`src/inc/swmi_pkg.sv`:
```
// constants, field layouts, states and the state carrier for the sleep/irq block
package swmi_pkg;
  // widest source set the register layout can hold
  localparam int NSRC_MAX = 8;
  // apb register byte addresses
  localparam logic [11:0] ADDR_CTRL = 12'h000;
  localparam logic [11:0] ADDR_PWRRED = 12'h004;
  localparam logic [11:0] ADDR_LEVEL = 12'h008;
  localparam logic [11:0] ADDR_STATUS = 12'h00c;
  // control register fields
  localparam int CTRL_SEN = 0;
  localparam int CTRL_SMODE_LO = 1;
  localparam int CTRL_RREN = 4;
  localparam int CTRL_IVSEL = 5;
  localparam int CTRL_LVLEN_LO = 6;
  localparam logic [8:0] CTRL_RST = 9'h000;
  localparam logic [7:0] PWRRED_RST = 8'h00;
  localparam logic [15:0] LEVEL_RST = 16'h0000;
  // status register fields
  localparam int STAT_ACT_LO = 3;
  localparam int STAT_PEND_LO = 8;
  // sleep mode codes
  localparam logic [2:0] SM_IDLE = 3'h0;
  localparam logic [2:0] SM_PDOWN = 3'h2;
  localparam logic [2:0] SM_PSAVE = 3'h3;
  localparam logic [2:0] SM_STDBY = 3'h6;
  localparam logic [2:0] SM_ESTDBY = 3'h7;
  // per-source level codes
  localparam logic [1:0] LV_OFF = 2'h0;
  localparam logic [1:0] LV_LO = 2'h1;
  localparam logic [1:0] LV_MED = 2'h2;
  localparam logic [1:0] LV_HI = 2'h3;
  // cpu halt after any wake
  localparam logic [2:0] WAKE_HALT_CYC = 3'h4;
  // vector layout, program word addresses
  localparam logic [15:0] VEC_NMI = 16'h0002;
  localparam logic [15:0] VEC_PER_BASE = 16'h0004;
  localparam logic [15:0] VEC_PER_STEP = 16'h0004;
  localparam logic [15:0] VEC_INT_OFS = 16'h0002;
  localparam logic [15:0] VEC_BOOT_BASE = 16'h1000;
  // one-hot sleep controller states
  typedef enum logic [2:0] {
    ST_ACT = 3'b001,
    ST_SLP = 3'b010,
    ST_WAKE = 3'b100
  } swmi_state_e;
  // active handler levels: bit0 low, bit1 med, bit2 high, bit3 nmi
  typedef struct packed {
    swmi_state_e st;
    logic [2:0] halt_cnt;
    logic [8:0] ctrl;
    logic [7:0] pwrred;
    logic [15:0] level;
    logic [3:0] act;
    logic [2:0] rr_last;
    logic [31:0] prdata;
    logic ack;
    logic [15:0] vec;
    logic [2:0] id;
    logic nmi_ack;
  } swmi_st_s;
endpackage
```
`src/core/swmi_ctrl.sv`:
```
// sleep controller and multilevel interrupt prioritizer with apb registers
// Contract
// RULE1: sleep only via sleep instruction from active
// RULE2: five modes, wake set depends on mode
// RULE3: wake runs handler then resumes after sleep
// RULE4: higher pending handlers served first after wake
// RULE5: cpu halted four cycles after wake
// RULE6: all state kept during sleep
// RULE7: reset in sleep restarts from reset vector
// RULE8: enabled interrupt or reset ends sleep
// RULE9: idle stops cpu and nvm clocks only; the code also stops the rtc clock in idle
// RULE10: power-down wakes only on async sources
// RULE11: software gates peripheral clocks, state frozen
// RULE12: peripherals request only while enabled and pending
// RULE13: acknowledge loads handler vector into pc
// RULE14: three priority levels per interrupt
// RULE15: higher level preempts lower running handler
// RULE16: same level, lowest vector first
// RULE17: optional round robin among low level
// RULE18: non-maskable class ignores level enables
// RULE19: vector is peripheral base plus offset
// RULE20: vector table in application or boot section
// RULE21: sleep ignored unless enabled and mode valid
//
// Local design decisions: the APB interface to the registers and the address map.
`timescale 1ns/1ps
module swmi_ctrl #(
  parameter int N_SRC = 8,
  parameter logic [7:0] ASYNC_MASK = 8'h03,
  parameter logic [7:0] RTC_MASK = 8'h04
) (
  input wire logic pclk,
  input wire logic presetn,
  input wire logic psel,
  input wire logic penable,
  input wire logic pwrite,
  input wire logic [11:0] paddr,
  input wire logic [31:0] pwdata,
  output logic [31:0] prdata,
  output logic pready,
  output logic pslverr,
  input wire logic [N_SRC-1:0] irq_req,
  input wire logic irq_nmi,
  input wire logic sleep_instr,
  input wire logic cpu_int_ok,
  input wire logic reti,
  input wire logic nvm_busy,
  output logic irq_ack,
  output logic [15:0] irq_vec,
  output logic [2:0] irq_id,
  output logic irq_ack_nmi,
  output logic cpu_halt,
  output logic cpu_clk_en,
  output logic nvm_clk_en,
  output logic rtc_clk_en,
  output logic sleeping,
  output logic [N_SRC-1:0] periph_clk_en
);

  // elaboration check on the source count
  if (N_SRC < 1 || N_SRC > swmi_pkg::NSRC_MAX)
  begin : g_chk
    $error("N_SRC must be 1 to 8");
  end

  // wake masks may only name sources that exist
  if (((ASYNC_MASK | RTC_MASK) >> N_SRC) != 8'h00)
  begin : g_mask_chk
    $error("wake masks name missing sources");
  end

  // every flop of the block lives in this one struct
  swmi_pkg::swmi_st_s s_q; // registered state
  swmi_pkg::swmi_st_s s_d; // next state

  logic [7:0] req; // padded request vector
  logic [2:0] smode; // selected sleep mode
  logic mode_ok; // sleep mode code is defined
  logic [2:0] lvl_en; // level enables low/med/high
  logic [2:0] cur; // highest running level, 0 none
  logic [7:0] req_lv [1:3]; // requests per level
  logic [7:0] wmask; // wake mask of current mode
  logic wake; // qualifying wake source present
  logic gv; // grant valid
  logic [2:0] gid; // granted source
  logic [1:0] glv; // granted level
  logic gnmi; // grant is the nmi
  logic [2:0] ridx; // round robin probe index
  logic setup; // apb setup phase
  logic wr_acc; // apb write access
  logic hit; // mapped address

  assign req = 8'(irq_req); // RULE12
  assign smode = s_q.ctrl[swmi_pkg::CTRL_SMODE_LO +: 3];
  assign lvl_en = s_q.ctrl[swmi_pkg::CTRL_LVLEN_LO +: 3];

  // valid mode decode
  // codes 1, 4 and 5 are reserved; a sleep with them is ignored
  always_comb
  begin
    case (smode)
      swmi_pkg::SM_IDLE,
      swmi_pkg::SM_PDOWN,
      swmi_pkg::SM_PSAVE,
      swmi_pkg::SM_STDBY,
      swmi_pkg::SM_ESTDBY: mode_ok = 1'b1; // RULE2
      default: mode_ok = 1'b0;
    endcase
  end

  // wake sources per mode
  // bit i set: source i may end sleep in this mode
  // undefined codes never reach sleep, so no wake set
  always_comb
  begin
    case (smode)
      swmi_pkg::SM_IDLE: wmask = 8'hff; // RULE9
      swmi_pkg::SM_PDOWN,
      swmi_pkg::SM_STDBY: wmask = ASYNC_MASK; // RULE10
      swmi_pkg::SM_PSAVE,
      swmi_pkg::SM_ESTDBY: wmask = ASYNC_MASK | RTC_MASK; // RULE2
      default: wmask = 8'h00;
    endcase
  end

  // highest level currently in service
  // nmi is not a level here; it blocks all grants on its own
  always_comb
  begin
    if (s_q.act[2])
      cur = 3'h3;
    else if (s_q.act[1])
      cur = 3'h2;
    else if (s_q.act[0])
      cur = 3'h1;
    else
      cur = 3'h0;
  end

  // sort enabled requests by their programmed level
  // a disabled level or level off drops the request
  always_comb
  begin
    for (int l = 1; l <= 3; l++)
    begin
      req_lv[l] = 8'h00;
      for (int i = 0; i < swmi_pkg::NSRC_MAX; i++)
      begin
        if (req[i] && s_q.level[2*i +: 2] == 2'(l) && lvl_en[l-1]) // RULE14
          req_lv[l][i] = 1'b1;
      end
    end
  end

  // arbitration: nmi, then high, med, low above running level
  // only a level above the running one may win, which gives
  // nesting: medium over low, high over both
  always_comb
  begin
    gv = 1'b0;
    gid = 3'h0;
    glv = swmi_pkg::LV_OFF;
    gnmi = 1'b0;
    ridx = 3'h0;
    if (irq_nmi && !s_q.act[3])
    begin
      gv = 1'b1; // RULE18
      gnmi = 1'b1;
    end
    else if (!s_q.act[3])
    begin
      for (int l = 3; l >= 1; l--)
      begin
        if (!gv && 3'(l) > cur && req_lv[l] != 8'h00) // RULE15
        begin
          gv = 1'b1;
          glv = 2'(l);
          if (l == 1 && s_q.ctrl[swmi_pkg::CTRL_RREN])
          begin
            // search starts just past the last low grant
            for (int k = 7; k >= 0; k--)
            begin
              ridx = 3'(s_q.rr_last + 3'(k) + 3'h1);
              if (req_lv[1][ridx])
                gid = ridx; // RULE17
            end
          end
          else
          begin
            // lowest index is lowest vector
            for (int i = 7; i >= 0; i--)
            begin
              if (req_lv[l][i])
                gid = 3'(i); // RULE16
            end
          end
        end
      end
    end
  end

  // wake qualification, always evaluated even while asleep
  // nmi ends only idle sleep; other modes rely on the mask
  assign wake = (irq_nmi && smode == swmi_pkg::SM_IDLE)
              || ((req_lv[1] | req_lv[2] | req_lv[3]) & wmask) != 8'h00; // RULE8

  // apb phase decode and address map
  // unmapped access answers with an error, writes are dropped
  assign setup = psel && !penable;
  assign wr_acc = psel && penable && pwrite;
  assign hit = paddr == swmi_pkg::ADDR_CTRL || paddr == swmi_pkg::ADDR_PWRRED
            || paddr == swmi_pkg::ADDR_LEVEL || paddr == swmi_pkg::ADDR_STATUS;

  // next state of the whole block
  // acknowledge strobes are one cycle wide: cleared by default
  // register writes and reads happen in any sleep state
  always_comb
  begin
    s_d = s_q;
    s_d.ack = 1'b0;
    s_d.nmi_ack = 1'b0;

    // register writes in the access phase
    // status is read only, so its address falls to default
    if (wr_acc)
    begin
      case (paddr)
        swmi_pkg::ADDR_CTRL: s_d.ctrl = pwdata[8:0];
        swmi_pkg::ADDR_PWRRED: s_d.pwrred = pwdata[7:0]; // RULE11
        swmi_pkg::ADDR_LEVEL: s_d.level = pwdata[15:0]; // RULE14
        default: s_d.ctrl = s_q.ctrl;
      endcase
    end

    // read data captured in the setup phase
    if (setup)
    begin
      case (paddr)
        swmi_pkg::ADDR_CTRL: s_d.prdata = 32'(s_q.ctrl);
        swmi_pkg::ADDR_PWRRED: s_d.prdata = 32'(s_q.pwrred);
        swmi_pkg::ADDR_LEVEL: s_d.prdata = 32'(s_q.level);
        swmi_pkg::ADDR_STATUS: s_d.prdata = 32'({req, 1'b0, s_q.act, s_q.st});
        default: s_d.prdata = 32'h0000_0000;
      endcase
    end

    // handler return drops the highest running level
    // a stray return with nothing running is harmless
    if (reti)
    begin
      if (s_q.act[3])
        s_d.act[3] = 1'b0;
      else if (s_q.act[2])
        s_d.act[2] = 1'b0;
      else if (s_q.act[1])
        s_d.act[1] = 1'b0;
      else
        s_d.act[0] = 1'b0;
    end

    // sleep state machine; it leaves the registers alone, though apb can still write them while asleep
    // sleep wins over a grant in the same cycle; the grant waits
    case (s_q.st)
      swmi_pkg::ST_ACT:
      begin
        // ignored unless enabled with a valid mode
        if (sleep_instr && s_q.ctrl[swmi_pkg::CTRL_SEN] && mode_ok) // RULE21
          s_d.st = swmi_pkg::ST_SLP; // RULE1
        else if (gv && cpu_int_ok && !s_q.ack && !reti)
        begin
          // acknowledge: vector goes out, level marked running
          // the source drops its request on seeing the strobe
          s_d.ack = 1'b1; // RULE13
          s_d.id = gid;
          s_d.nmi_ack = gnmi;
          if (gnmi)
          begin
            s_d.act[3] = 1'b1;
            s_d.vec = swmi_pkg::VEC_NMI;
          end
          else
          begin
            s_d.act[glv-2'h1] = 1'b1; // RULE15
            s_d.vec = swmi_pkg::VEC_PER_BASE
                    + swmi_pkg::VEC_PER_STEP * 16'(gid[2:1])
                    + (gid[0] ? swmi_pkg::VEC_INT_OFS : 16'h0000); // RULE19
            // remember the low winner for the next search
            if (glv == swmi_pkg::LV_LO)
              s_d.rr_last = gid;
          end
          // whole table moves, nmi vector too
          if (s_q.ctrl[swmi_pkg::CTRL_IVSEL])
            s_d.vec = s_d.vec + swmi_pkg::VEC_BOOT_BASE; // RULE20
        end
      end
      swmi_pkg::ST_SLP:
      begin
        // state held as is during sleep
        // the grant path is closed until the halt has run out
        if (wake) // RULE6
        begin
          s_d.st = swmi_pkg::ST_WAKE; // RULE8
          s_d.halt_cnt = swmi_pkg::WAKE_HALT_CYC;
        end
      end
      swmi_pkg::ST_WAKE:
      begin
        // cpu held, then arbitration picks highest pending
        // after the halt the normal grant path runs the handler
        s_d.halt_cnt = s_q.halt_cnt - 3'h1; // RULE5
        if (s_q.halt_cnt == 3'h1)
          s_d.st = swmi_pkg::ST_ACT; // RULE3 RULE4
      end
      default: s_d.st = swmi_pkg::ST_ACT;
    endcase
  end

  // single state register, reset goes to active at reset vector
  // any enabled reset source drives presetn, also from sleep
  always_ff @(posedge pclk or negedge presetn)
  begin
    if (!presetn)
    begin
      s_q.st <= swmi_pkg::ST_ACT; // RULE7
      s_q.halt_cnt <= 3'h0;
      s_q.ctrl <= swmi_pkg::CTRL_RST;
      s_q.pwrred <= swmi_pkg::PWRRED_RST;
      s_q.level <= swmi_pkg::LEVEL_RST;
      s_q.act <= 4'h0;
      s_q.rr_last <= 3'h7;
      s_q.prdata <= 32'h0000_0000;
      s_q.ack <= 1'b0;
      s_q.vec <= 16'h0000;
      s_q.id <= 3'h0;
      s_q.nmi_ack <= 1'b0;
    end
    else
    begin
      s_q <= s_d;
    end
  end

  // apb answers with no wait states
  // read data was captured in setup, so it stands in access
  assign prdata = s_q.prdata;
  assign pready = 1'b1;
  assign pslverr = psel && penable && !hit;

  // cpu side
  // all registered, so the vector is stable with the strobe
  assign irq_ack = s_q.ack;
  assign irq_vec = s_q.vec;
  assign irq_id = s_q.id;
  assign irq_ack_nmi = s_q.nmi_ack;
  assign sleeping = s_q.st == swmi_pkg::ST_SLP;
  assign cpu_halt = s_q.st != swmi_pkg::ST_ACT; // RULE5
  assign cpu_clk_en = s_q.st != swmi_pkg::ST_SLP; // RULE9

  // nvm clock runs on while programming finishes
  // so a started write completes before the memory stops
  assign nvm_clk_en = !sleeping || nvm_busy; // RULE9

  // rtc source stops in idle, power-down and standby
  assign rtc_clk_en = !sleeping || smode == swmi_pkg::SM_PSAVE
                   || smode == swmi_pkg::SM_ESTDBY; // RULE10

  // peripheral gating: active and idle only, per mask bit
  // a gated peripheral keeps its state until the bit clears
  always_comb
  begin
    for (int i = 0; i < N_SRC; i++)
      periph_clk_en[i] = !s_q.pwrred[i]
                      && (!sleeping || smode == swmi_pkg::SM_IDLE); // RULE11
  end

endmodule

```
`config.mk`:
```
export PLATFORM = sky130hd
export DESIGN_NAME = swmi_ctrl
export DESIGN_NICKNAME = d
export VERILOG_FILES = /design/src/inc/swmi_pkg.sv /design/src/core/swmi_ctrl.sv
export SDC_FILE = /design/constraint.sdc
export NUM_CORES = 1
export LEC_CHECK = 0
export BUFFER_PORTS_ARGS = -buffer_cell sky130_fd_sc_hd__buf_2
export CAP_MARGIN = 0
export CORE_MARGIN = 8
export CORE_UTILIZATION = 55
export DETAILED_ROUTE_END_ITERATION = 8
export GPL_TIMING_DRIVEN = 1
export HOLD_SLACK_MARGIN = 0.12
export MAX_ROUTING_LAYER = met4
export PLACE_DENSITY_LB_ADDON = 0.12
export SYNTH_ARGS = -nofsm -noshare
export SYNTH_HDL_FRONTEND = slang
export SYNTH_SLANG_ARGS = --single-unit
```
`constraint.sdc`:
```
create_clock -name pclk -period 4.7 [get_ports pclk]
set_input_delay 0.235 -clock pclk [delete_from_list [all_inputs] [get_ports pclk]]
set_output_delay 0.235 -clock pclk [all_outputs]
set_load 0.01 [all_outputs]
```
==> results of run 1 <==
-- cell usage in the layout, fill, tap and decap left out, drive strengths merged, types with 8 or more instances in the layout --
master,instances
a21oi,19
o21ai,29
nand3,8
nand4b,20
a31oi,9
nor3,16
nand2,60
mux2i,20
buf,88
mux4,12
nor4,8
dfrtp,68
nand2b,12
clkbuf,9
inv,19
conb,28
nor2,42
nand4,12
dlygate4sd3,8
mux2,38
-- power by group --
group | leakage, uW | switching (uW) | internal, uW | total [uW]
Clock | 0.0000988 | 276 | 254 | 531
Sequential | 0.000980 | 32.0 | 647 | 679
Combinational | 0.00170 | 129 | 89.5 | 219
Total | 0.00278 | 437 | 991 | 1430
-- stage by stage --
stage | power (uW) | utilization [%] | cells | hold slack [ns]
final | 1430 | 61.3 | 760 | 0.124
after global routing | 1490 | 61.3 | 760 | 0.135
after detailed placement | 905 | 58.3 | 736 | 0.442
after floorplan | 840 | - | 587 | -0.0606
after global placement | 898 | 58.3 | 736 | 0.436
after CTS | 1440 | 61.3 | 760 | 0.124
-- layout make-up --
cell class / instances / share of cell area, %
tap: 133 / 2.82
clock buffer: 9 / 2.10
timing repair buffer: 96 / 8.93
multi-input combinational: 427 / 53.2
clock inverter: 7 / 1.40
inverter: 16 / 1.02
sequential: 72 / 30.6
-- registers in the layout (all words and copies together) (netlist names) --
| signal | cells |
|---|---|
| prdata | 16 |
| lvl_en | 3 |
| irq_vec | 5 |
| s_q | 43 |
| irq_id | 3 |
| irq_ack_nmi | 1 |
| irq_ack | 1 |
-- cell usage after synthesis (8+ instances only) --
cell type / n
dfrtp_1: 68
nand2_1: 60
buf_4: 55
nor2_1: 42
mux2_2: 37
o21ai_0: 27
a21oi_1: 19
mux2i_1: 18
nand4b_1: 18
nor3_1: 16
inv_1: 14
mux4_2: 12
nand2b_1: 12
nand4_1: 12
clkbuf_1: 10
a31oi_1: 9
nand3_1: 8
-- per-layer routing --
metal  wire length, um  vias to the layer above
li1                  -                     2131
met1              6420                     2240
met2              6890                      205
met3              1280                       18
met4               133                        0
met5                 0                        -
-- logic make-up after synthesis --
kind of cell               Yosys count  synth area share (%)
AOI/OAI and AO/OA                  102                  13.2
xor gates and xnor gates             5                  1.07
adders and majority gates            6                  1.39
buffers and inverters               88                  10.0
DFF                                 72                  33.6
muxes                               70                  17.2
other                                2                 0.140
and+or+nand+nor                    216                  23.5
-- worst paths after layout --
path / from / to / depth (start not counted)
setup / recovery: s_q[54]$_DFFE_PN1P_ / irq_vec[3]$_DFFE_PN0P_ / 13
hold reg to reg: prdata[9]$_DFFE_PN0P_ / prdata[9]$_DFFE_PN0P_ / 2
hold / removal: pwdata[11] / s_q[71]$_DFFE_PN0P_ / 2
min in group asynchronous: presetn / prdata[2]$_DFFE_PN0P_ / 3
setup reg to reg: s_q[54]$_DFFE_PN1P_ / irq_vec[3]$_DFFE_PN0P_ / 13
max in group asynchronous: presetn / irq_id[2]$_DFFE_PN0P_ / 3
-- repair_timing --
action,4_1_cts,5_1_grt
endpoints found under the hold margin,20,0
hold buffers,8,0
setup endpoints to repair,0,0
==> impl_results.md, run 1 <==
* Synth unique cells at 76
* Total grt overflow at 0
* GPL Wtd Cong at around 0.96
* Initial Util at 55.8%
* CP delay by family, top: adder cells
* Yosys top cell by area: dfrtp_1
* Slew margin rel. at between 20 and 25%
* IO buf count at 85
* Die Area at between 10000 and 15000 sq um
* Syn_area_per_cell at 9.59 sq um
* Layout fillers at between 800 and 900
* Buffer and inverter count on the worst path at 2
* Drt drc at 0
* Setup bufs post-CTS at 0
* Max-cap violations at 0
* DR iter-0 viols at 365
* Worst-skew pair later-pin latency at 0.37 ns
* Fin crit share at 79.8%
* Sequential area share after synthesis at 33.6%
* Critical Path AT at approximately 4 ns
* Vias/cell at ~6.0
* Layout Nets at 690
* DP Wirelength at 11000 um
* Cells after synthesis at roughly 560
* Largest net degree at the start of global routing at 73
* Dpl ws at 0.973 ns
* Yosys reg bits at 72
* Area contributors post-synth: dfrtp_1 32%, mux2_2 7.7%, buf_4 7.7%, mux4_2 5.0%, nand2_1 4.2%
* CTS root buf: clkbuf_8
* Worst-margin pin slew at 1.15 ns
* H-tree Lvls at 3
* Asr flop ratio synth at 100%
* Design area at ~6000 sq um
* Layout Skew at around 0.017 ns
* CTS buffer count at 9
* Final TNS setup at 0 ns
* Warnings from Yosys at 0
* Multi-input gate area at 3140 sq um
* Top FF cell, synth: dfrtp_1
* FF/Latch Area at roughly 1800 sq um
* CP Capture Type: register
* Critical Path Start Type: register
* Global-route wire length before repair at 23300 um
* Hold WC Path Type: input port to register
* Met3 usage at around 5.0%
* Slowest stage delay, CP at 0.64 ns
* Max Clk Rate at between 0.2 and 0.3 GHz
* Area Overhead vs Synth at 9.79%
* Worst setup path category: register to register
* Fin. Hold Viols at 0
* I/O Pins at between 100 and 150
* Initial antenna violation count at 0
* Worst Path Required at between 4 and 5 ns
* Slowest cell on the critical path: dfstp_2
* Number of synthesized flops with an enable pin at 0
* 1st-pass router iterations at 6
* Minimum clock period at 3.75 ns
* Netlist Area Pre-Place at ~5400 sq um
* GR peak layer: met2
* CP cell instances: inv_1, ha_1, inv_1, mux2_2, o22ai_2, nor2_1, and4_4, nor4b_4, a2111oi_4, nor3_1, ha_1, nand3b_1, nand2_1
* M1 GR Usage at 29.3%
* Crit Path Max Fanout at 12
* Overall routing resource usage at 22.9%
* Max Transition Viols Final at 0
* Diode count at 0
* Total routed wirelength at 14700 um
* Share of cells above drive strength 1 at 27.8%
* P per Cell Area at 242 nW/um^2
* Leak at 0.00278 uW
* # setup viols final at 0
* Die width at 115 um
* Area after DPL at ~5600 sq um
* Die height at approximately 110 um
* Met2 Track Usage GR at 36.0%
* Row count at 36
* Via Count at about 4600
* Share of the synthesized area in the top cell type at 31.6%
* Setup WS post-layout at 0.950 ns
* RSZ-0062 raised after global routing: false
* Vias in the first global route at approximately 4600
* Clock buffer depth at 2
* Core Area at 9640 sq um
* CTS tree: done
* Peak VDD IR at 0.172 mV
* Outcome: finished, final reports clean
* Wire per inst at 19.4 um
* FF-to-FF setup slack at roughly 0.95 ns
* Routed Antenna Nets at 0
* Post-CTS sizing at 0
* Worst-path clk slew at 0.09 ns
* Clk sinks at 72
(Power assumes the default switching activity.)
==> inputs of run 2 (changes only) <==
- clock period: 4.7 -> 3.75 ns (I/O delays scaled with it)
==> run 2 against run 1 <==
  * Sequential share of layout area shrank 1.2 points
  * Combinational power grew 32%
  * Clock power grew 33%
  * Clock skew shrank 0.0070 ns
  * Critical path type unchanged
==> impl_results.md, run 2 (synthesized netlist as in run 1, its figures left out) <==
* Crit Path Max Fanout at 11
* CP Launch Point: s_q[53]$_DFFE_PN1P_
* Critical Path AT at 3.78 ns
* Die height at about 110 um
* Total routed wirelength at between 15000 and 20000 um
* Overall routing resource usage at about a quarter
* Worst R2R End: irq_vec[3]$_DFFE_PN0P_
* Clock buffer depth at 2
* CTS root buf: clkbuf_8
* Max-cap violations at 0
* Clk sinks at 72
* Worst-skew pair later-pin latency at around 0.35 ns
* R2r worst-path depth at 12
* CP Capture Type: register
* CTS buffer count at 9
* Final Util at 63.9%
* Worst-path clk slew at 0.08 ns
* Reg2reg start: s_q[53]$_DFFE_PN1P_
* Worst Path Required at 4.00 ns
* Layout Nets at just over 700
* DP Wirelength at between 10000 and 15000 um
* Area Overhead vs Synth at 14.5%
* Critical Path Start Type: register
* Hold Startpoint: sleep_instr
* RSZ-0062 raised after global routing: false
* WHS Path Cells at 3
* Leak at 0.00292 uW
* Fin. Hold Viols at 0
* Core Area at slightly below 10000 sq um
* Worst-margin pin slew at ~0.84 ns
* Area after DPL at about 5800 sq um
* Worst setup path category: register to register
* DR iter-0 viols at ~330
* Largest register by flop count: s_q
* Drt drc at 0
* Wire per inst at 19.4 um
* Outcome: finished, final reports clean
* FF-to-FF setup slack at 0.22 ns
* Hold WC Path Type: input port to register
* Via Count at 4678
* Design area at 6160 sq um
* Worst Hold End: s_q[97]$_DFFE_PN0P_
* Max Transition Viols Final at 0
* Global-route wire length before repair at 24400 um
* Minimum clock period at 3.53 ns
* Routed Antenna Nets at 0
* GPL Wtd Cong at 0.923
* IO buf count at 85
* Vias in the first global route at 4567
* Row count at 36
* Layout fillers at 861
* 1st-pass router iterations at 5
* Total grt overflow at 0
* Dpl ws at 0.207 ns
* Slew margin rel. at between 40 and 50%
* Initial Util at 55.8%
* Die width at 115 um
* Commonest non-fill, non-tap cell in the layout: buf_2
* Max reg flops at 43
* Share of cells above drive strength 1 at 29.4%
* Initial antenna violation count at 0
* Largest net degree at the start of global routing at 49
* P per Cell Area at 300 nW/um^2
* Diode count at 0
* Max Clk Rate at 0.284 GHz
* Vias/cell at between 5 and 6
* I/O Pins at between 100 and 150
* CTS tree: done
* Peak VDD IR at around 0.27 mV
* Setup WS post-layout at 0.225 ns
* # setup viols final at 0
* Die Area at 13200 sq um
* Layout Skew at about 0.0096 ns
* Commonest non-fill, non-tap cells in the layout: 85 x buf_2, 68 x dfrtp_1, 60 x nand2_1
* H-tree Lvls at 3
* Fin crit share at 94.0%
* Final TNS setup at 0 ns
run 2: critical path: stages, from the launching register on:
cell,delay [ns]
dfstp_2,0.67
ha_1,0.30
xnor3_1,0.40
a221o_1,0.34
o22ai_2,0.29
nor2_1,0.13
and4_4,0.21
nor4b_4,0.14
a2111oi_4,0.41
nor3_1,0.11
ha_1,0.28
nand3b_1,0.08
nand2_1,0.06
run 2: stage by stage:
step	instances	power, uW	hold WS [ns]
after floorplan	587	1050	-0.108
after global placement	753	1130	0.193
after detailed placement	753	1140	0.205
after CTS	787	1870	0.197
after global routing	787	1930	0.220
final	787	1850	0.191
run 2: area by class of cell:
cell class,count,area (sq um),share of cell area [%]
multi-input combinational,427,3150,51.1
timing repair buffer,123,756,12.3
tap,133,166,2.70
clock inverter,7,103,1.67
clock buffer,9,124,2.01
sequential,72,1810,29.3
inverter,16,60.1,0.975
run 2: timing repair:
item	4_1_cts	5_1_grt
buffers inserted	0	0
hold endpoints to repair	58	0
setup endpoints to repair	0	1
resized for setup	0	1
hold buffers	18	0
run 2: power by group:
part / leakage (uW) / total, uW / internal [uW] / switching [uW]
sequential: 0.000980 / 850 / 811 / 39.4
combinational: 0.00182 / 288 / 121 / 168
clock: 0.000116 / 707 / 384 / 323
total: 0.00292 / 1850 / 1320 / 530
run 2: how the worst max path moves through the flow:
stage | to | slack, ns | cells past startpoint
after floorplan | irq_vec[3]$_DFFE_PN0P_ | 0.43 | 14
after global placement | irq_vec[3]$_DFFE_PN0P_ | 0.34 | 14
after detailed placement | irq_vec[3]$_DFFE_PN0P_ | 0.21 | 14
after CTS | irq_vec[3]$_DFFE_PN0P_ | 0.20 | 14
after global routing | irq_vec[3]$_DFFE_PN0P_ | 0.03 | 13
final | irq_vec[3]$_DFFE_PN0P_ | 0.22 | 12
run 2: per-layer routing:
layer  routed length, um  vias up  share of wire, %  track usage [%]
li1                    -     2181                 -                -
met1                6810     2300                44             32.2
met2                7100      184                46             37.1
met3                1200       13               7.8             4.94
met4                 198        0               1.3             5.43
met5                   0        -                 0                -
